<file path="src/pkg/smdl_pkg.sv">
// Constants for the scan map, delay and lower-limit register bank
package smdl_pkg;
  // Register indices as addressed on the parallel regAddr port
  localparam int         ADDR_W         = 5;
  localparam int         DATA_W         = 24;
  localparam logic [4:0] OFS_CHMAP_LOW  = 5'h06;
  localparam logic [4:0] OFS_DELAY_CFG  = 5'h07;
  localparam logic [4:0] OFS_BOUND_CH0  = 5'h08;
  localparam logic [4:0] OFS_BOUND_CH1  = 5'h09;
  localparam logic [4:0] OFS_BOUND_CH2  = 5'h0A;

  // Reset values
  localparam logic [23:0] RST_CHMAP     = 24'h000000;
  localparam logic [23:0] RST_DELAY     = 24'h000000;
  localparam logic [23:0] RST_BOUND     = 24'h000000;

  // Per-channel slice of the channel map, channel n at n*CH_SLICE_W
  localparam int CH_SLICE_W  = 8;
  localparam int SEL_LSB     = 5;
  localparam int ORD_LSB     = 2;
  localparam int EN_BIT      = 1;
  localparam int OEN_BIT     = 0;
  localparam int FIELD_W     = 3;

  // Scan order codes
  localparam logic [2:0] ORD_FIRST   = 3'h1;
  localparam logic [2:0] ORD_LAST    = 3'h6;
  localparam logic [2:0] ORD_UNSET   = 3'h0;
  localparam logic [2:0] ORD_BEYOND  = 3'h7;

  // Delay field positions
  localparam int AUTO_LSB    = 16;
  localparam int MUX_LSB     = 8;
  localparam int OUT_LSB     = 0;
  localparam int DLY_W       = 8;

  // Clock and delay step sizes
  localparam int CLK_MHZ      = 200;
  localparam int AUTO_STEP_MS = 4;
  localparam int MUX_STEP_US  = 4;
  localparam int OUT_STEP_US  = 20;
  localparam int AUTO_STEP_CYC = AUTO_STEP_MS * 1000 * CLK_MHZ;
  localparam int MUX_STEP_CYC  = MUX_STEP_US * CLK_MHZ;
  localparam int OUT_STEP_CYC  = OUT_STEP_US * CLK_MHZ;

  // Sequencer states
  typedef enum logic [2:0] {
    SEQ_IDLE, SEQ_SELECT, SEQ_SWITCH, SEQ_OUTDLY, SEQ_CONVERT, SEQ_PASS
  } smdl_state_t;
endpackage

</file>
<file path="src/core/smdl_delay_timer.sv">
// Programmable step delay timer: code times step cycles, zero means none
`timescale 1ns/1ps
`default_nettype none
module smdl_delay_timer
  import smdl_pkg::*;
#(
  parameter int STEP_CYCLES = 800,
  parameter int PRE_W       = 20
) (
  input  wire logic             core_clk,
  input  wire logic             rst_b,
  input  wire logic             start,
  input  wire logic [DLY_W-1:0] code,
  output logic                  busy,
  output logic                  done
);
  localparam logic [PRE_W-1:0] PRE_LOAD = PRE_W'(STEP_CYCLES - 1);

  logic [PRE_W-1:0] pre;
  logic [DLY_W-1:0] left;
  logic             next_busy;
  logic [PRE_W-1:0] next_pre;
  logic [DLY_W-1:0] next_left;

  // Step prescaler and remaining-step count
  always_comb begin
    next_busy = busy;
    next_pre  = pre;
    next_left = left;
    done      = 1'b0;
    if (!busy) begin
      if (start) begin
        if (code == '0) begin
          done = 1'b1;                 // No delay for a zero code
        end else begin
          next_busy = 1'b1;
          next_pre  = PRE_LOAD;
          next_left = code;
        end
      end
    end else if (pre == '0) begin
      if (left == DLY_W'(1)) begin
        done      = 1'b1;
        next_busy = 1'b0;
      end else begin
        next_left = left - DLY_W'(1);
        next_pre  = PRE_LOAD;
      end
    end else begin
      next_pre = pre - PRE_W'(1);
    end
  end

  always_ff @(posedge core_clk) begin
    if (!rst_b) begin
      busy <= 1'b0;
      pre  <= '0;
      left <= '0;
    end else begin
      busy <= next_busy;
      pre  <= next_pre;
      left <= next_left;
    end
  end
endmodule
`default_nettype wire

</file>
<file path="src/core/smdl_scan_regs.sv">
// Scan map, delay and lower-limit registers with their scan sequencer
//
// Behaviour
// - Map register packs ch2..ch0 select, order, enable, output enable; zero reset.
// - Autoscan field bits 23:16, 4 ms steps; zero gives no delay.
// - Input-switch field bits 15:8, 4 us steps; zero gives no delay.
// - Output-control field bits 7:0, 20 us steps; zero gives no delay.
// - Three 24-bit read/write lower-limit registers, one per channel, zero reset.
// - Each channel's result is compared against its own lower limit.
// - Enabled channel with order 000 or 111 raises the order error flag.
// - Two enabled outputs sharing one output select raise the mapping error.
// - Map register ignores writes during scan; host writes only when idle.
// - Selected channel with output enable drives its selected output pin.
`timescale 1ns/1ps
`default_nettype none
module smdl_scan_regs
  import smdl_pkg::*;
#(
  parameter int NUM_CH      = 3,
  parameter int NUM_OUT     = 8,
  parameter int AUTO_CYC    = AUTO_STEP_CYC,
  parameter int MUX_CYC     = MUX_STEP_CYC,
  parameter int OUT_CYC     = OUT_STEP_CYC
) (
  input  wire logic              core_clk,
  input  wire logic              rst_b,
  input  wire logic [ADDR_W-1:0] regAddr,
  input  wire logic [DATA_W-1:0] regWrData,
  input  wire logic              regWrEn,
  input  wire logic              regRdEn,
  output logic      [DATA_W-1:0] regRdData,
  input  wire logic              scanStart,
  input  wire logic              scanRepeat,
  output logic                   scanActive,
  output logic                   convStart,
  input  wire logic              convDone,
  input  wire logic [DATA_W-1:0] convResult,
  output logic      [1:0]        curChannel,
  output logic      [NUM_OUT-1:0] outPins,
  output logic                   limitLowHit,
  output logic      [1:0]        limitLowCh,
  output logic                   order_error_flag,
  output logic                   output_mapping_error_flag
);
  logic [DATA_W-1:0] scan_channel_map_low;
  logic [DATA_W-1:0] scan_delay_config;
  logic [DATA_W-1:0] lowerBound [NUM_CH];
  smdl_state_t       state;
  logic [2:0]        orderStep;
  logic              armed;

  // Field extraction for channel ch
  function automatic logic [2:0] fieldSel(input logic [23:0] m,
                                          input int ch);
    fieldSel = m[ch*CH_SLICE_W+SEL_LSB +: FIELD_W];
  endfunction
  function automatic logic [2:0] fieldOrd(input logic [23:0] m,
                                          input int ch);
    fieldOrd = m[ch*CH_SLICE_W+ORD_LSB +: FIELD_W];
  endfunction
  function automatic logic fieldEn(input logic [23:0] m, input int ch);
    fieldEn = m[ch*CH_SLICE_W+EN_BIT];
  endfunction
  function automatic logic fieldOen(input logic [23:0] m, input int ch);
    fieldOen = m[ch*CH_SLICE_W+OEN_BIT];
  endfunction

  // Delay timers
  logic muxStart, muxDone, outStart, outDone, autoStart, autoDone;
  smdl_delay_timer #(.STEP_CYCLES(MUX_CYC), .PRE_W(20)) u_muxDly (
    .core_clk(core_clk), .rst_b(rst_b), .start(muxStart),
    .code(scan_delay_config[MUX_LSB +: DLY_W]),
    .busy(), .done(muxDone));
  smdl_delay_timer #(.STEP_CYCLES(OUT_CYC), .PRE_W(20)) u_outDly (
    .core_clk(core_clk), .rst_b(rst_b), .start(outStart),
    .code(scan_delay_config[OUT_LSB +: DLY_W]),
    .busy(), .done(outDone));
  smdl_delay_timer #(.STEP_CYCLES(AUTO_CYC), .PRE_W(32)) u_autoDly (
    .core_clk(core_clk), .rst_b(rst_b), .start(autoStart),
    .code(scan_delay_config[AUTO_LSB +: DLY_W]),
    .busy(), .done(autoDone));

  // Map error checks and channel lookup by order
  logic       ordErr, mapErr, anyEn, found;
  logic [1:0] foundCh;
  always_comb begin
    ordErr  = 1'b0;
    mapErr  = 1'b0;
    anyEn   = 1'b0;
    found   = 1'b0;
    foundCh = 2'h0;
    for (int i = 0; i < NUM_CH; i++) begin
      anyEn = anyEn | fieldEn(scan_channel_map_low, i);
      if (fieldEn(scan_channel_map_low, i) &&
          (fieldOrd(scan_channel_map_low, i) == ORD_UNSET ||
           fieldOrd(scan_channel_map_low, i) == ORD_BEYOND))
        ordErr = 1'b1;
      for (int j = i + 1; j < NUM_CH; j++)
        if (fieldOen(scan_channel_map_low, i) &&
            fieldOen(scan_channel_map_low, j) &&
            fieldSel(scan_channel_map_low, i) ==
            fieldSel(scan_channel_map_low, j))
          mapErr = 1'b1;
      if (!found && fieldEn(scan_channel_map_low, i) &&
          fieldOrd(scan_channel_map_low, i) == orderStep) begin
        found   = 1'b1;
        foundCh = 2'(i);
      end
    end
  end

  // Sequencer next state
  smdl_state_t next_state;
  logic [2:0]  next_orderStep;
  logic        next_armed;
  logic [1:0]  next_curChannel;
  logic [NUM_OUT-1:0] next_outPins;
  logic        next_limitLowHit;
  logic [1:0]  next_limitLowCh;
  always_comb begin
    next_state       = state;
    next_orderStep   = orderStep;
    next_armed       = armed;
    next_curChannel  = curChannel;
    next_outPins     = outPins;
    next_limitLowHit = 1'b0;
    next_limitLowCh  = limitLowCh;
    muxStart  = 1'b0;
    outStart  = 1'b0;
    autoStart = 1'b0;
    convStart = 1'b0;
    case (state)
      SEQ_IDLE: begin
        if (scanStart && anyEn && !ordErr && !mapErr) begin
          next_orderStep = ORD_FIRST;
          next_state     = SEQ_SELECT;
        end
      end
      SEQ_SELECT: begin
        next_armed = 1'b0;
        if (orderStep > ORD_LAST) begin
          next_state = SEQ_PASS;
        end else if (found) begin
          next_curChannel = foundCh;
          next_state      = SEQ_SWITCH;
        end else begin
          next_orderStep = orderStep + 3'h1;
        end
      end
      SEQ_SWITCH: begin
        muxStart   = !armed;
        next_armed = 1'b1;
        if (muxDone) begin
          next_armed = 1'b0;
          if (fieldOen(scan_channel_map_low, int'(curChannel))) begin
            next_outPins = NUM_OUT'(1) <<
              fieldSel(scan_channel_map_low, int'(curChannel));
            next_state   = SEQ_OUTDLY;
          end else begin
            next_state = SEQ_CONVERT;
          end
        end
      end
      SEQ_OUTDLY: begin
        outStart   = !armed;
        next_armed = 1'b1;
        if (outDone) begin
          next_armed = 1'b0;
          next_state = SEQ_CONVERT;
        end
      end
      SEQ_CONVERT: begin
        convStart  = !armed;
        next_armed = 1'b1;
        if (armed && convDone) begin
          next_armed       = 1'b0;
          next_limitLowHit = $signed(convResult) <
                             $signed(lowerBound[curChannel]);
          next_limitLowCh  = curChannel;
          next_outPins     = '0;
          next_orderStep   = orderStep + 3'h1;
          next_state       = SEQ_SELECT;
        end
      end
      SEQ_PASS: begin
        autoStart  = scanRepeat && !armed;
        next_armed = 1'b1;
        if (!scanRepeat) begin
          next_armed = 1'b0;
          next_state = SEQ_IDLE;
        end else if (autoDone) begin
          next_armed     = 1'b0;
          next_orderStep = ORD_FIRST;
          next_state     = SEQ_SELECT;
        end
      end
      default: next_state = SEQ_IDLE;
    endcase
  end

  always_ff @(posedge core_clk) begin
    if (!rst_b) begin
      state       <= SEQ_IDLE;
      orderStep   <= ORD_FIRST;
      armed       <= 1'b0;
      curChannel  <= 2'h0;
      outPins     <= '0;
      limitLowHit <= 1'b0;
      limitLowCh  <= 2'h0;
      order_error_flag          <= 1'b0;
      output_mapping_error_flag <= 1'b0;
    end else begin
      state       <= next_state;
      orderStep   <= next_orderStep;
      armed       <= next_armed;
      curChannel  <= next_curChannel;
      outPins     <= next_outPins;
      limitLowHit <= next_limitLowHit;
      limitLowCh  <= next_limitLowCh;
      order_error_flag          <= ordErr;
      output_mapping_error_flag <= mapErr;
    end
  end

  assign scanActive = (state != SEQ_IDLE);

  // Register writes and read data
  logic [DATA_W-1:0] next_map, next_dly, next_rd;
  logic [DATA_W-1:0] next_bound [NUM_CH];
  always_comb begin
    next_map = scan_channel_map_low;
    next_dly = scan_delay_config;
    next_rd  = regRdData;
    for (int i = 0; i < NUM_CH; i++)
      next_bound[i] = lowerBound[i];
    if (regWrEn) begin
      case (regAddr)
        OFS_CHMAP_LOW: if (!scanActive) next_map = regWrData;
        OFS_DELAY_CFG: next_dly = regWrData;
        OFS_BOUND_CH0: next_bound[0] = regWrData;
        OFS_BOUND_CH1: next_bound[1] = regWrData;
        OFS_BOUND_CH2: next_bound[2] = regWrData;
        default: ;
      endcase
    end
    if (regRdEn) begin
      case (regAddr)
        OFS_CHMAP_LOW: next_rd = scan_channel_map_low;
        OFS_DELAY_CFG: next_rd = scan_delay_config;
        OFS_BOUND_CH0: next_rd = lowerBound[0];
        OFS_BOUND_CH1: next_rd = lowerBound[1];
        OFS_BOUND_CH2: next_rd = lowerBound[2];
        default:       next_rd = '0;
      endcase
    end
  end

  always_ff @(posedge core_clk) begin
    if (!rst_b) begin
      scan_channel_map_low <= RST_CHMAP;
      scan_delay_config    <= RST_DELAY;
      regRdData            <= '0;
      for (int i = 0; i < NUM_CH; i++)
        lowerBound[i] <= RST_BOUND;
    end else begin
      scan_channel_map_low <= next_map;
      scan_delay_config    <= next_dly;
      regRdData            <= next_rd;
      for (int i = 0; i < NUM_CH; i++)
        lowerBound[i] <= next_bound[i];
    end
  end
endmodule
`default_nettype wire

</file>
<file path="config.mk">
export PLATFORM = sky130hd
export DESIGN_NAME = smdl_scan_regs
export DESIGN_NICKNAME = d
export VERILOG_FILES = /design/src/pkg/smdl_pkg.sv /design/src/core/smdl_delay_timer.sv /design/src/core/smdl_scan_regs.sv
export SDC_FILE = /design/constraint.sdc
export NUM_CORES = 1
export LEC_CHECK = 0
export BUFFER_PORTS_ARGS = -buffer_cell sky130_fd_sc_hd__clkbuf_2
export CAP_MARGIN = 40
export CORE_ASPECT_RATIO = 1.2
export CORE_MARGIN = 2
export CORE_UTILIZATION = 31
export CTS_CLUSTER_SIZE = 20
export DETAILED_ROUTE_END_ITERATION = 10
export SLEW_MARGIN = 20
export SYNTH_ARGS = -nofsm -noshare
export SYNTH_HDL_FRONTEND = slang
export SYNTH_HIERARCHICAL = 1
export SYNTH_SLANG_ARGS = --single-unit
</file>
<file path="constraint.sdc">
create_clock -name core_clk -period 7.9 [get_ports core_clk]
set_input_delay 1.185 -clock core_clk [delete_from_list [all_inputs] [get_ports core_clk]]
set_output_delay 1.185 -clock core_clk [all_outputs]
set_load 0.05 [all_outputs]
</file>
==> impl_metrics.py, run 1 <==
metrics = {
    "sta": {
        "hold_viol": 0,
        "skew_ns": 0.0415,
        "fin_tns_setup_ns": 0,
        "period_minus_slack_ns": 3.53,
        "tightest_slew_ns": 0.786,
        "max-slew-margin-rel_pct": 47.0,
        "grt_setup_unrepaired": "no",
        "finalCritPeriodShare_pct": 44.6,
        "setup_violations": 0,
        "slew_viol_final": 0,
        "fmax_ghz": 0.284,
    },
    "drt": {
        "drc": 0,
        "viasPerCell": 5.48,
        "antenna_left": 0,
        "first_iter_violations": 1114,
        "met2WireLength_mm": 20.6,
        "wl_per_cell_um": 17.8,
        "firstDrtPassIters": 5,
        "wl_met3_mm": 2.31,
        "wl_met1_mm": 20.5,
        "drt_wl_total_mm": 44.5,
        "top_layer": "met5",
        "vias": 13700,
    },
    "setup_path": {
        "critical_path_arrival_ns": 4.03,
        "cp_top_family": "simple AND/OR/NAND/NOR gates",
        "endpoint_kind": "flop",
        "slowest_delay_ns": 0.75,
        "crit_type": "flop to flop",
        "crit_chain": "inv_1, or4_2, o21ai_0, a211oi_1, or3_1, a31o_1, nand2b_4, o41ai_2",
        "critical_path_buf_inv_count": 1,
        "critPathRequiredTime_ns": 8.40,
        "cp_slowest_cell": "dfxtp_1",
        "cp_max_fo": 20,
        "startpoint_type": "flop",
    },
    "cts": {
        "clock-root-buffer": "clkbuf_16",
        "clkSinkCount": 267,
        "clk_path_buf_depth": 3,
        "cts_max_level": 1,
        "cts.clk_slew.worst_paths_ns": 0.06,
        "cts_buffers": 31,
        "post_cts_resized": 0,
        "postCtsHoldBufs": 0,
        "tritoncts": "yes",
        "clkLatencyLatePin_ns": 0.61,
        "postCtsSetupBuffers": 0,
    },
    "placement": {
        "gp_routability_congestion": 0.863,
        "numPortBuffers": 100,
        "dpl.hpwl_mm": 31.6,
    },
    "synth": {
        "syn_inst": 1821,
        "syn_avg_cell_area_um2": 7.92,
        "synth_cell_types": 100,
        "ys.warnings.count": 6,
        "ys_seq_area_share_pct": 37.1,
        "synth_flop_cell": "dfxtp_1",
        "ys_seq_elements": 267,
        "synth_area_um2": 14400,
        "synth_edf_count": 0,
        "async_flop_share_pct": 0,
        "synthesis.nets": 1918,
    },
    "outcome": {
        "status": "finished, final reports clean",
    },
    "global_routing": {
        "grt_max_degree": 85,
        "overflow": 0,
        "grt_usage_pct": 17.8,
        "grt_antenna_before_repair": 2,
        "grt_pass1_vias": 12800,
        "grt_first_pass_wirelength_mm": 70.7,
    },
    "floorplan": {
        "die_area_um2": 48300,
        "ios": 101,
        "rows": 86,
        "core_um2": 45900,
        "start_util_pct": 31.4,
        "die_w_um": 201,
        "die_h_um": 240,
    },
    "final_layout": {
        "layout-drive-gt1-share_pct": 13.0,
        "fillers": 4732,
        "multi_input_area_um2": 8360,
        "layout.nets": 1953,
        "synthToLayoutAreaGrowth_pct": 14.7,
        "insertedDiodeCount": 0,
        "register_area_um2": 5350,
        "utilization_pct": 36.0,
    },
    "power_and_ir_drop": {
        "powerDensity_nw_per_um2": 181,
        "p_leak_nw": 6.02,
        "ir_worst_vdd_uv": 171,
    },
    "hold_path": {
        "hold_class": "flop to flop",
    },
    "flow_run": {
        "drv_cap": 0,
    },
}
[area by class of cell]
type	count	share of cell area [%]
repair buffers	133	5.30
clock inverters	7	0.499
inverters	38	0.878
flip-flops and latches	267	32.3
clock buffers	50	5.79
multi-input cells	1385	50.5
well taps	616	4.66
[placed cells by master (no fill, tap or decap), types with 11 or more instances in the layout]
cell type and instances:
or3_1 23, nand3b_1 15, nand4_1 19, a221oi_1 28
a21oi_1 243, a31oi_1 23, nor2b_1 12, xor2_1 12
dfxtp_1 267, clkbuf_2 100, o21ai_0 85, ha_1 37
or4_1 26, buf_4 16, inv_1 36, nor2_1 78
o31ai_1 22, and3_1 13, nor4_1 26, clkbuf_8 11
nand2_1 361, clkbuf_16 31, nor3_1 42, nand3_1 34
mux2i_1 65
[registers in the layout, summed over array words and instances, names as in the netlist, 2 cells and up, named ones only]
register and count:
lowerBound 72, u_autoDly/pre 32, regRdData 24, scan_channel_map_low 24, scan_delay_config 24, u_muxDly/pre 20
u_outDly/pre 20, outPins 8, u_autoDly/left 8, u_muxDly/left 8, u_outDly/left 8, orderStep 3
state 3, curChannel 2, limitLowCh 2
[cells by family (layout without fill, tap and decap cells)]
group           count (synthesis)  in the layout  share of synthesized area [%]
flops                         267            267                           37.1
compound gates                520            520                           22.6
fa+ha+maj                      37             37                           3.21
simple gates                  737            737                           25.9
mux                            69             69                           4.82
xor+xnor                       22             22                           1.34
buf+inv                       169            228                           5.08
[cell usage after synthesis (6+ instances only)]
library cell  instances  area share [%]
a211oi_1             10            0.52
a21o_1                8            0.42
a21oi_1             243             8.4
a221oi_1             28             1.7
a22oi_1               6            0.31
a311oi_1              6            0.36
a31oi_1              23             1.0
and2_1               10            0.43
and3_1               13            0.56
and4_1                6            0.36
buf_1                 6            0.16
buf_2                26            0.90
buf_6                 7            0.55
clkbuf_1             88             2.3
dfxtp_1             267              37
ha_1                 37             3.2
inv_1                37            0.96
mux2i_1              65             4.5
nand2_1             361             9.4
nand2b_1              9            0.39
nand3_1              34             1.2
nand3b_1             15            0.78
nand4_1              19            0.82
nand4b_1              9            0.55
nor2_1               78             2.0
nor2b_1              13            0.56
nor3_1               42             1.5
nor3b_1               6            0.31
nor4_1               27             1.2
o211a_1               6            0.42
o211ai_1              6            0.31
o21ai_0              85             3.0
o22ai_1               8            0.35
o31a_1                7            0.43
o31ai_1              22             1.1
or3_1                23             1.0
or4_1                26             1.4
xnor2_1              10            0.61
xor2_1               12            0.73
[where the power goes]
| group | total (mW) | switching [mW] | internal, mW |
|---|---|---|---|
| Combinational | 0.152 | 0.108 | 0.0446 |
| Sequential | 1.37 | 0.00995 | 1.36 |
| Clock | 1.47 | 0.608 | 0.860 |
[through the flow]
step / power (mW) / worst slack [ns] / cell area (um^2) / hold WS [ns] / std cells
floorplan: 1.48 / 4.97 / 14400 / 0.437 / 1821
global placement: 1.54 / 3.60 / 15200 / 0.448 / 2420
detailed placement: 1.54 / 4.26 / 15400 / 0.455 / 2432
CTS: 3.00 / 4.23 / 16400 / 0.464 / 2489
global route: 3.08 / 4.12 / 16500 / 0.481 / 2496
finish: 2.99 / 4.37 / 16500 / 0.457 / 2496
[worst reg2reg max path, stage by stage (launching register included)]
cell      delay (ns)
dfxtp_1         0.75
inv_1           0.43
or4_2           0.74
o21ai_0         0.24
a211oi_1        0.18
or3_1           0.44
a31o_1          0.23
nand2b_4        0.16
o41ai_2         0.28
[path summary, 6_finish.rpt]
| path | start | to | slack (ns) | cells past startpoint |
|---|---|---|---|---|
| max | u_muxDly/busy | state[2] | 4.37 | 8 |
| min | outPins[2] | outPins[2] | 0.46 | 2 |
| max reg2reg | u_muxDly/busy | state[2] | 4.37 | 8 |
| min reg2reg | outPins[2] | outPins[2] | 0.46 | 2 |
[routing by layer]
| metal | vias to the layer above | global-route usage [%] |
|---|---|---|
| met1 | 6524 | 24.4 |
| met5 | - | 0 |
| met3 | 68 | 2.02 |
| met2 | 396 | 29.7 |
| met4 | 4 | 5.12 |
| li1 | 6691 | - |
(Power assumes the default switching activity.)
==> run 2: changes to the inputs <==
ABC_AREA = 1   (was default)
clock period = 3.14 ns   (was 7.9 ns; I/O delays follow)
==> impl_metrics.py, run 2 <==
metrics = {
    "sta": {
        "fin_tns_setup_ns": 0,
        "skew_ns": 0.0110,
        "max-slew-margin-rel_pct": 55.1,
        "finalCritPeriodShare_pct": 80.9,
        "hold_viol": 0,
        "fin_ws_ns": 0.601,
        "hold_ws_ns": 0.168,
        "setup_violations": 0,
        "grt_setup_unrepaired": "no",
        "fmax_ghz": 0.394,
        "tightest_slew_ns": 0.672,
        "period_minus_slack_ns": 2.54,
        "slew_viol_final": 0,
    },
    "flow_run": {
        "drv_cap": 0,
    },
    "setup_path": {
        "r2r_start": "u_autoDly/pre[0]",
        "critical_path_buf_inv_count": 1,
        "endpoint_kind": "flop",
        "cp_max_fo": 9,
        "reg2reg_depth": 15,
        "regToRegSetupSlack_ns": 0.60,
        "cp_top_family": "simple AND/OR/NAND/NOR gates",
        "critPathRequiredTime_ns": 3.59,
        "critical_path_arrival_ns": 2.99,
        "startpoint_type": "flop",
        "cp_slowest_cell": "ha_1",
        "crit_type": "flop to flop",
        "crit_chain": "inv_1, ha_1, nand2_2, nor2_4, nand2_2, nor2_4, nor2_4, nor3_1, nand2_1, nand3_1, nand4_1, a21oi_2, nand2_2, nand2_1, nand3_1",
        "regToRegEndpoint": "orderStep[0]",
        "slowest_delay_ns": 0.33,
    },
    "synth": {
        "ys.warnings.count": 6,
        "ys_seq_elements": 267,
        "syn_inst": 2223,
        "syn_avg_cell_area_um2": 6.78,
        "synth_flop_cell": "dfxtp_1",
        "synthesis.nets": 2320,
        "synth.area.top_cells": "dfxtp_1 (35%), nand2_1 (11%), a21oi_1 (8.1%)",
        "synth_top_area_share_pct": 35.5,
        "yosys-top-cells-count": "nand2_1 (424), dfxtp_1 (267), a21oi_1 (244), nor2_1 (242), o21ai_0 (240)",
        "synth_edf_count": 0,
        "synth_area_um2": 15100,
        "yosys.area.top_type": "dfxtp_1",
        "ys_seq_area_share_pct": 35.5,
        "async_flop_share_pct": 0,
        "synth_cell_types": 53,
        "synthMostInstantiatedCell": "nand2_1",
    },
    "hold_path": {
        "hold-path-endpoint": "lowerBound[2][3]",
        "min_from": "regWrData[3]",
        "hold_class": "primary input to flop",
        "min_path_cells": 3,
    },
    "drt": {
        "wl_per_cell_um": 16.4,
        "viasPerCell": 5.13,
        "first_iter_violations": 880,
        "antenna_left": 0,
        "firstDrtPassIters": 5,
        "drc": 0,
        "vias": 15100,
        "drt_wl_total_mm": 48.2,
    },
    "power_and_ir_drop": {
        "ir_worst_vdd_uv": 431,
        "powerDensity_nw_per_um2": 562,
        "p_leak_nw": 7.38,
    },
    "cts": {
        "clock-root-buffer": "clkbuf_16",
        "post_cts_resized": 0,
        "clkLatencyLatePin_ns": 0.59,
        "cts_buffers": 31,
        "postCtsHoldBufs": 0,
        "clkSinkCount": 267,
        "cts_max_level": 1,
        "cts.clk_slew.worst_paths_ns": 0.06,
        "tritoncts": "yes",
        "postCtsSetupBuffers": 0,
        "clk_path_buf_depth": 3,
    },
    "global_routing": {
        "grt_use_met3_pct": 2.01,
        "busiest_layer": "met2",
        "grt_max_degree": 104,
        "grt_first_pass_wirelength_mm": 76.3,
        "overflow": 0,
        "grt_util_met2_pct": 33.9,
        "grt_pass1_vias": 14200,
        "grt_use_met1_pct": 22.5,
        "grt_usage_pct": 18.8,
        "grt_antenna_before_repair": 0,
    },
    "placement": {
        "numPlacedInstances": 2885,
        "numPortBuffers": 100,
        "dpl_cell_area_um2": 16100,
        "dpl.hpwl_mm": 36.1,
        "gp_routability_congestion": 0.894,
        "pre_cts_ws_ns": 0.624,
    },
    "floorplan": {
        "start_util_pct": 31.4,
        "die_w_um": 205,
        "ios": 101,
        "die_h_um": 245,
        "rows": 88,
        "die_area_um2": 50400,
        "core_um2": 48000,
    },
    "final_layout": {
        "final_cells": 2940,
        "reg.largest.list": "lowerBound (72), u_autoDly/pre (32)",
        "layout-drive-gt1-share_pct": 12.0,
        "largest_reg_flops": 72,
        "insertedDiodeCount": 0,
        "synthToLayoutAreaGrowth_pct": 13.7,
        "fillers": 5216,
        "most-common-layout-cells": "nand2_1 (424), dfxtp_1 (267), a21oi_1 (244)",
        "layout.nets": 2385,
        "layout_commonest_cell": "nand2_1",
        "regMostFlops": "lowerBound",
        "design_area_um2": 17100,
    },
    "outcome": {
        "status": "finished, final reports clean",
    },
}
run 2: changes by cell type in the layout (fill, tap and decap cells not counted), moves of 34 or more:
cell | before | now
nand3_1 | 34 | 141
nor2_1 | 78 | 240
inv_1 | 36 | 221
mux2i_1 | 65 | 1
nand4_1 | 19 | 53
nand2_1 | 361 | 424
o21ai_0 | 85 | 240
run 2: cell families (layout without fill, tap and decap cells):
logic type,after synthesis,in the layout,share of synthesized area [%]
DFF,267,267,35.5
xor gates and xnor gates,24,24,1.40
muxes,1,1,0.0664
and+or+nand+nor,950,950,28.6
buffers and inverters,341,428,9.42
adders and majority gates,37,37,3.07
AOI/OAI and AO/OA,603,603,22.0
run 2: worst max path at each step:
| stage | from | to | slack [ns] | depth (start not counted) |
|---|---|---|---|---|
| after CTS | u_autoDly/pre[0] | orderStep[0] | 0.59 | 15 |
| after global routing | u_autoDly/pre[0] | orderStep[1] | 0.31 | 16 |
| final | u_autoDly/pre[0] | orderStep[0] | 0.60 | 15 |
| after detailed placement | u_autoDly/pre[0] | orderStep[0] | 0.62 | 15 |
| after global placement | u_autoDly/pre[0] | orderStep[1] | 0.69 | 15 |
| after floorplan | flop | limitLowHit | 0.91 | 13 |
run 2: worst reg2reg max path, delay by kind of cell, from the launching register on:
kind	cells	cell delay (ns)
adder cells (fa/ha/maj)	1	0.33
flip-flops	1	0.30
buffers and inverters	1	0.13
AO/OA/AOI/OAI	1	0.21
AND/OR/NAND/NOR	12	1.43
run 2: routing by layer:
layer	share of wire, %	vias to the layer above
met5	0	-
met2	50	450
met4	4.4	0
met3	4.5	100
li1	-	7561
met1	41	6978
run 2: where the power goes:
group	leakage, nW	switching, mW	internal [mW]
registers	2.16	0.149	3.50
clock network	0.483	1.54	2.08
logic	4.74	1.59	0.767
run 2: through the flow:
| stage | utilization [%] | total power [mW] |
|---|---|---|
| 6_report | 35.7 | 9.63 |
| 5_1_grt | 35.7 | 10.1 |
| 2_1_floorplan | - | 5.50 |
| 4_1_cts | 35.7 | 9.72 |
| 3_3_place_gp | 33.5 | 6.05 |
| 3_5_place_dp | 33.6 | 6.08 |
run 2: cell type report:
type	count	area, um^2	share of cell area, %
clock buffers	43	861	5.02
clock inverters	12	140	0.818
inverters	241	910	5.31
multi-input cells	1615	8310	48.5
flip-flops and latches	267	5350	31.2
well taps	630	788	4.60
repair buffers	132	783	4.57
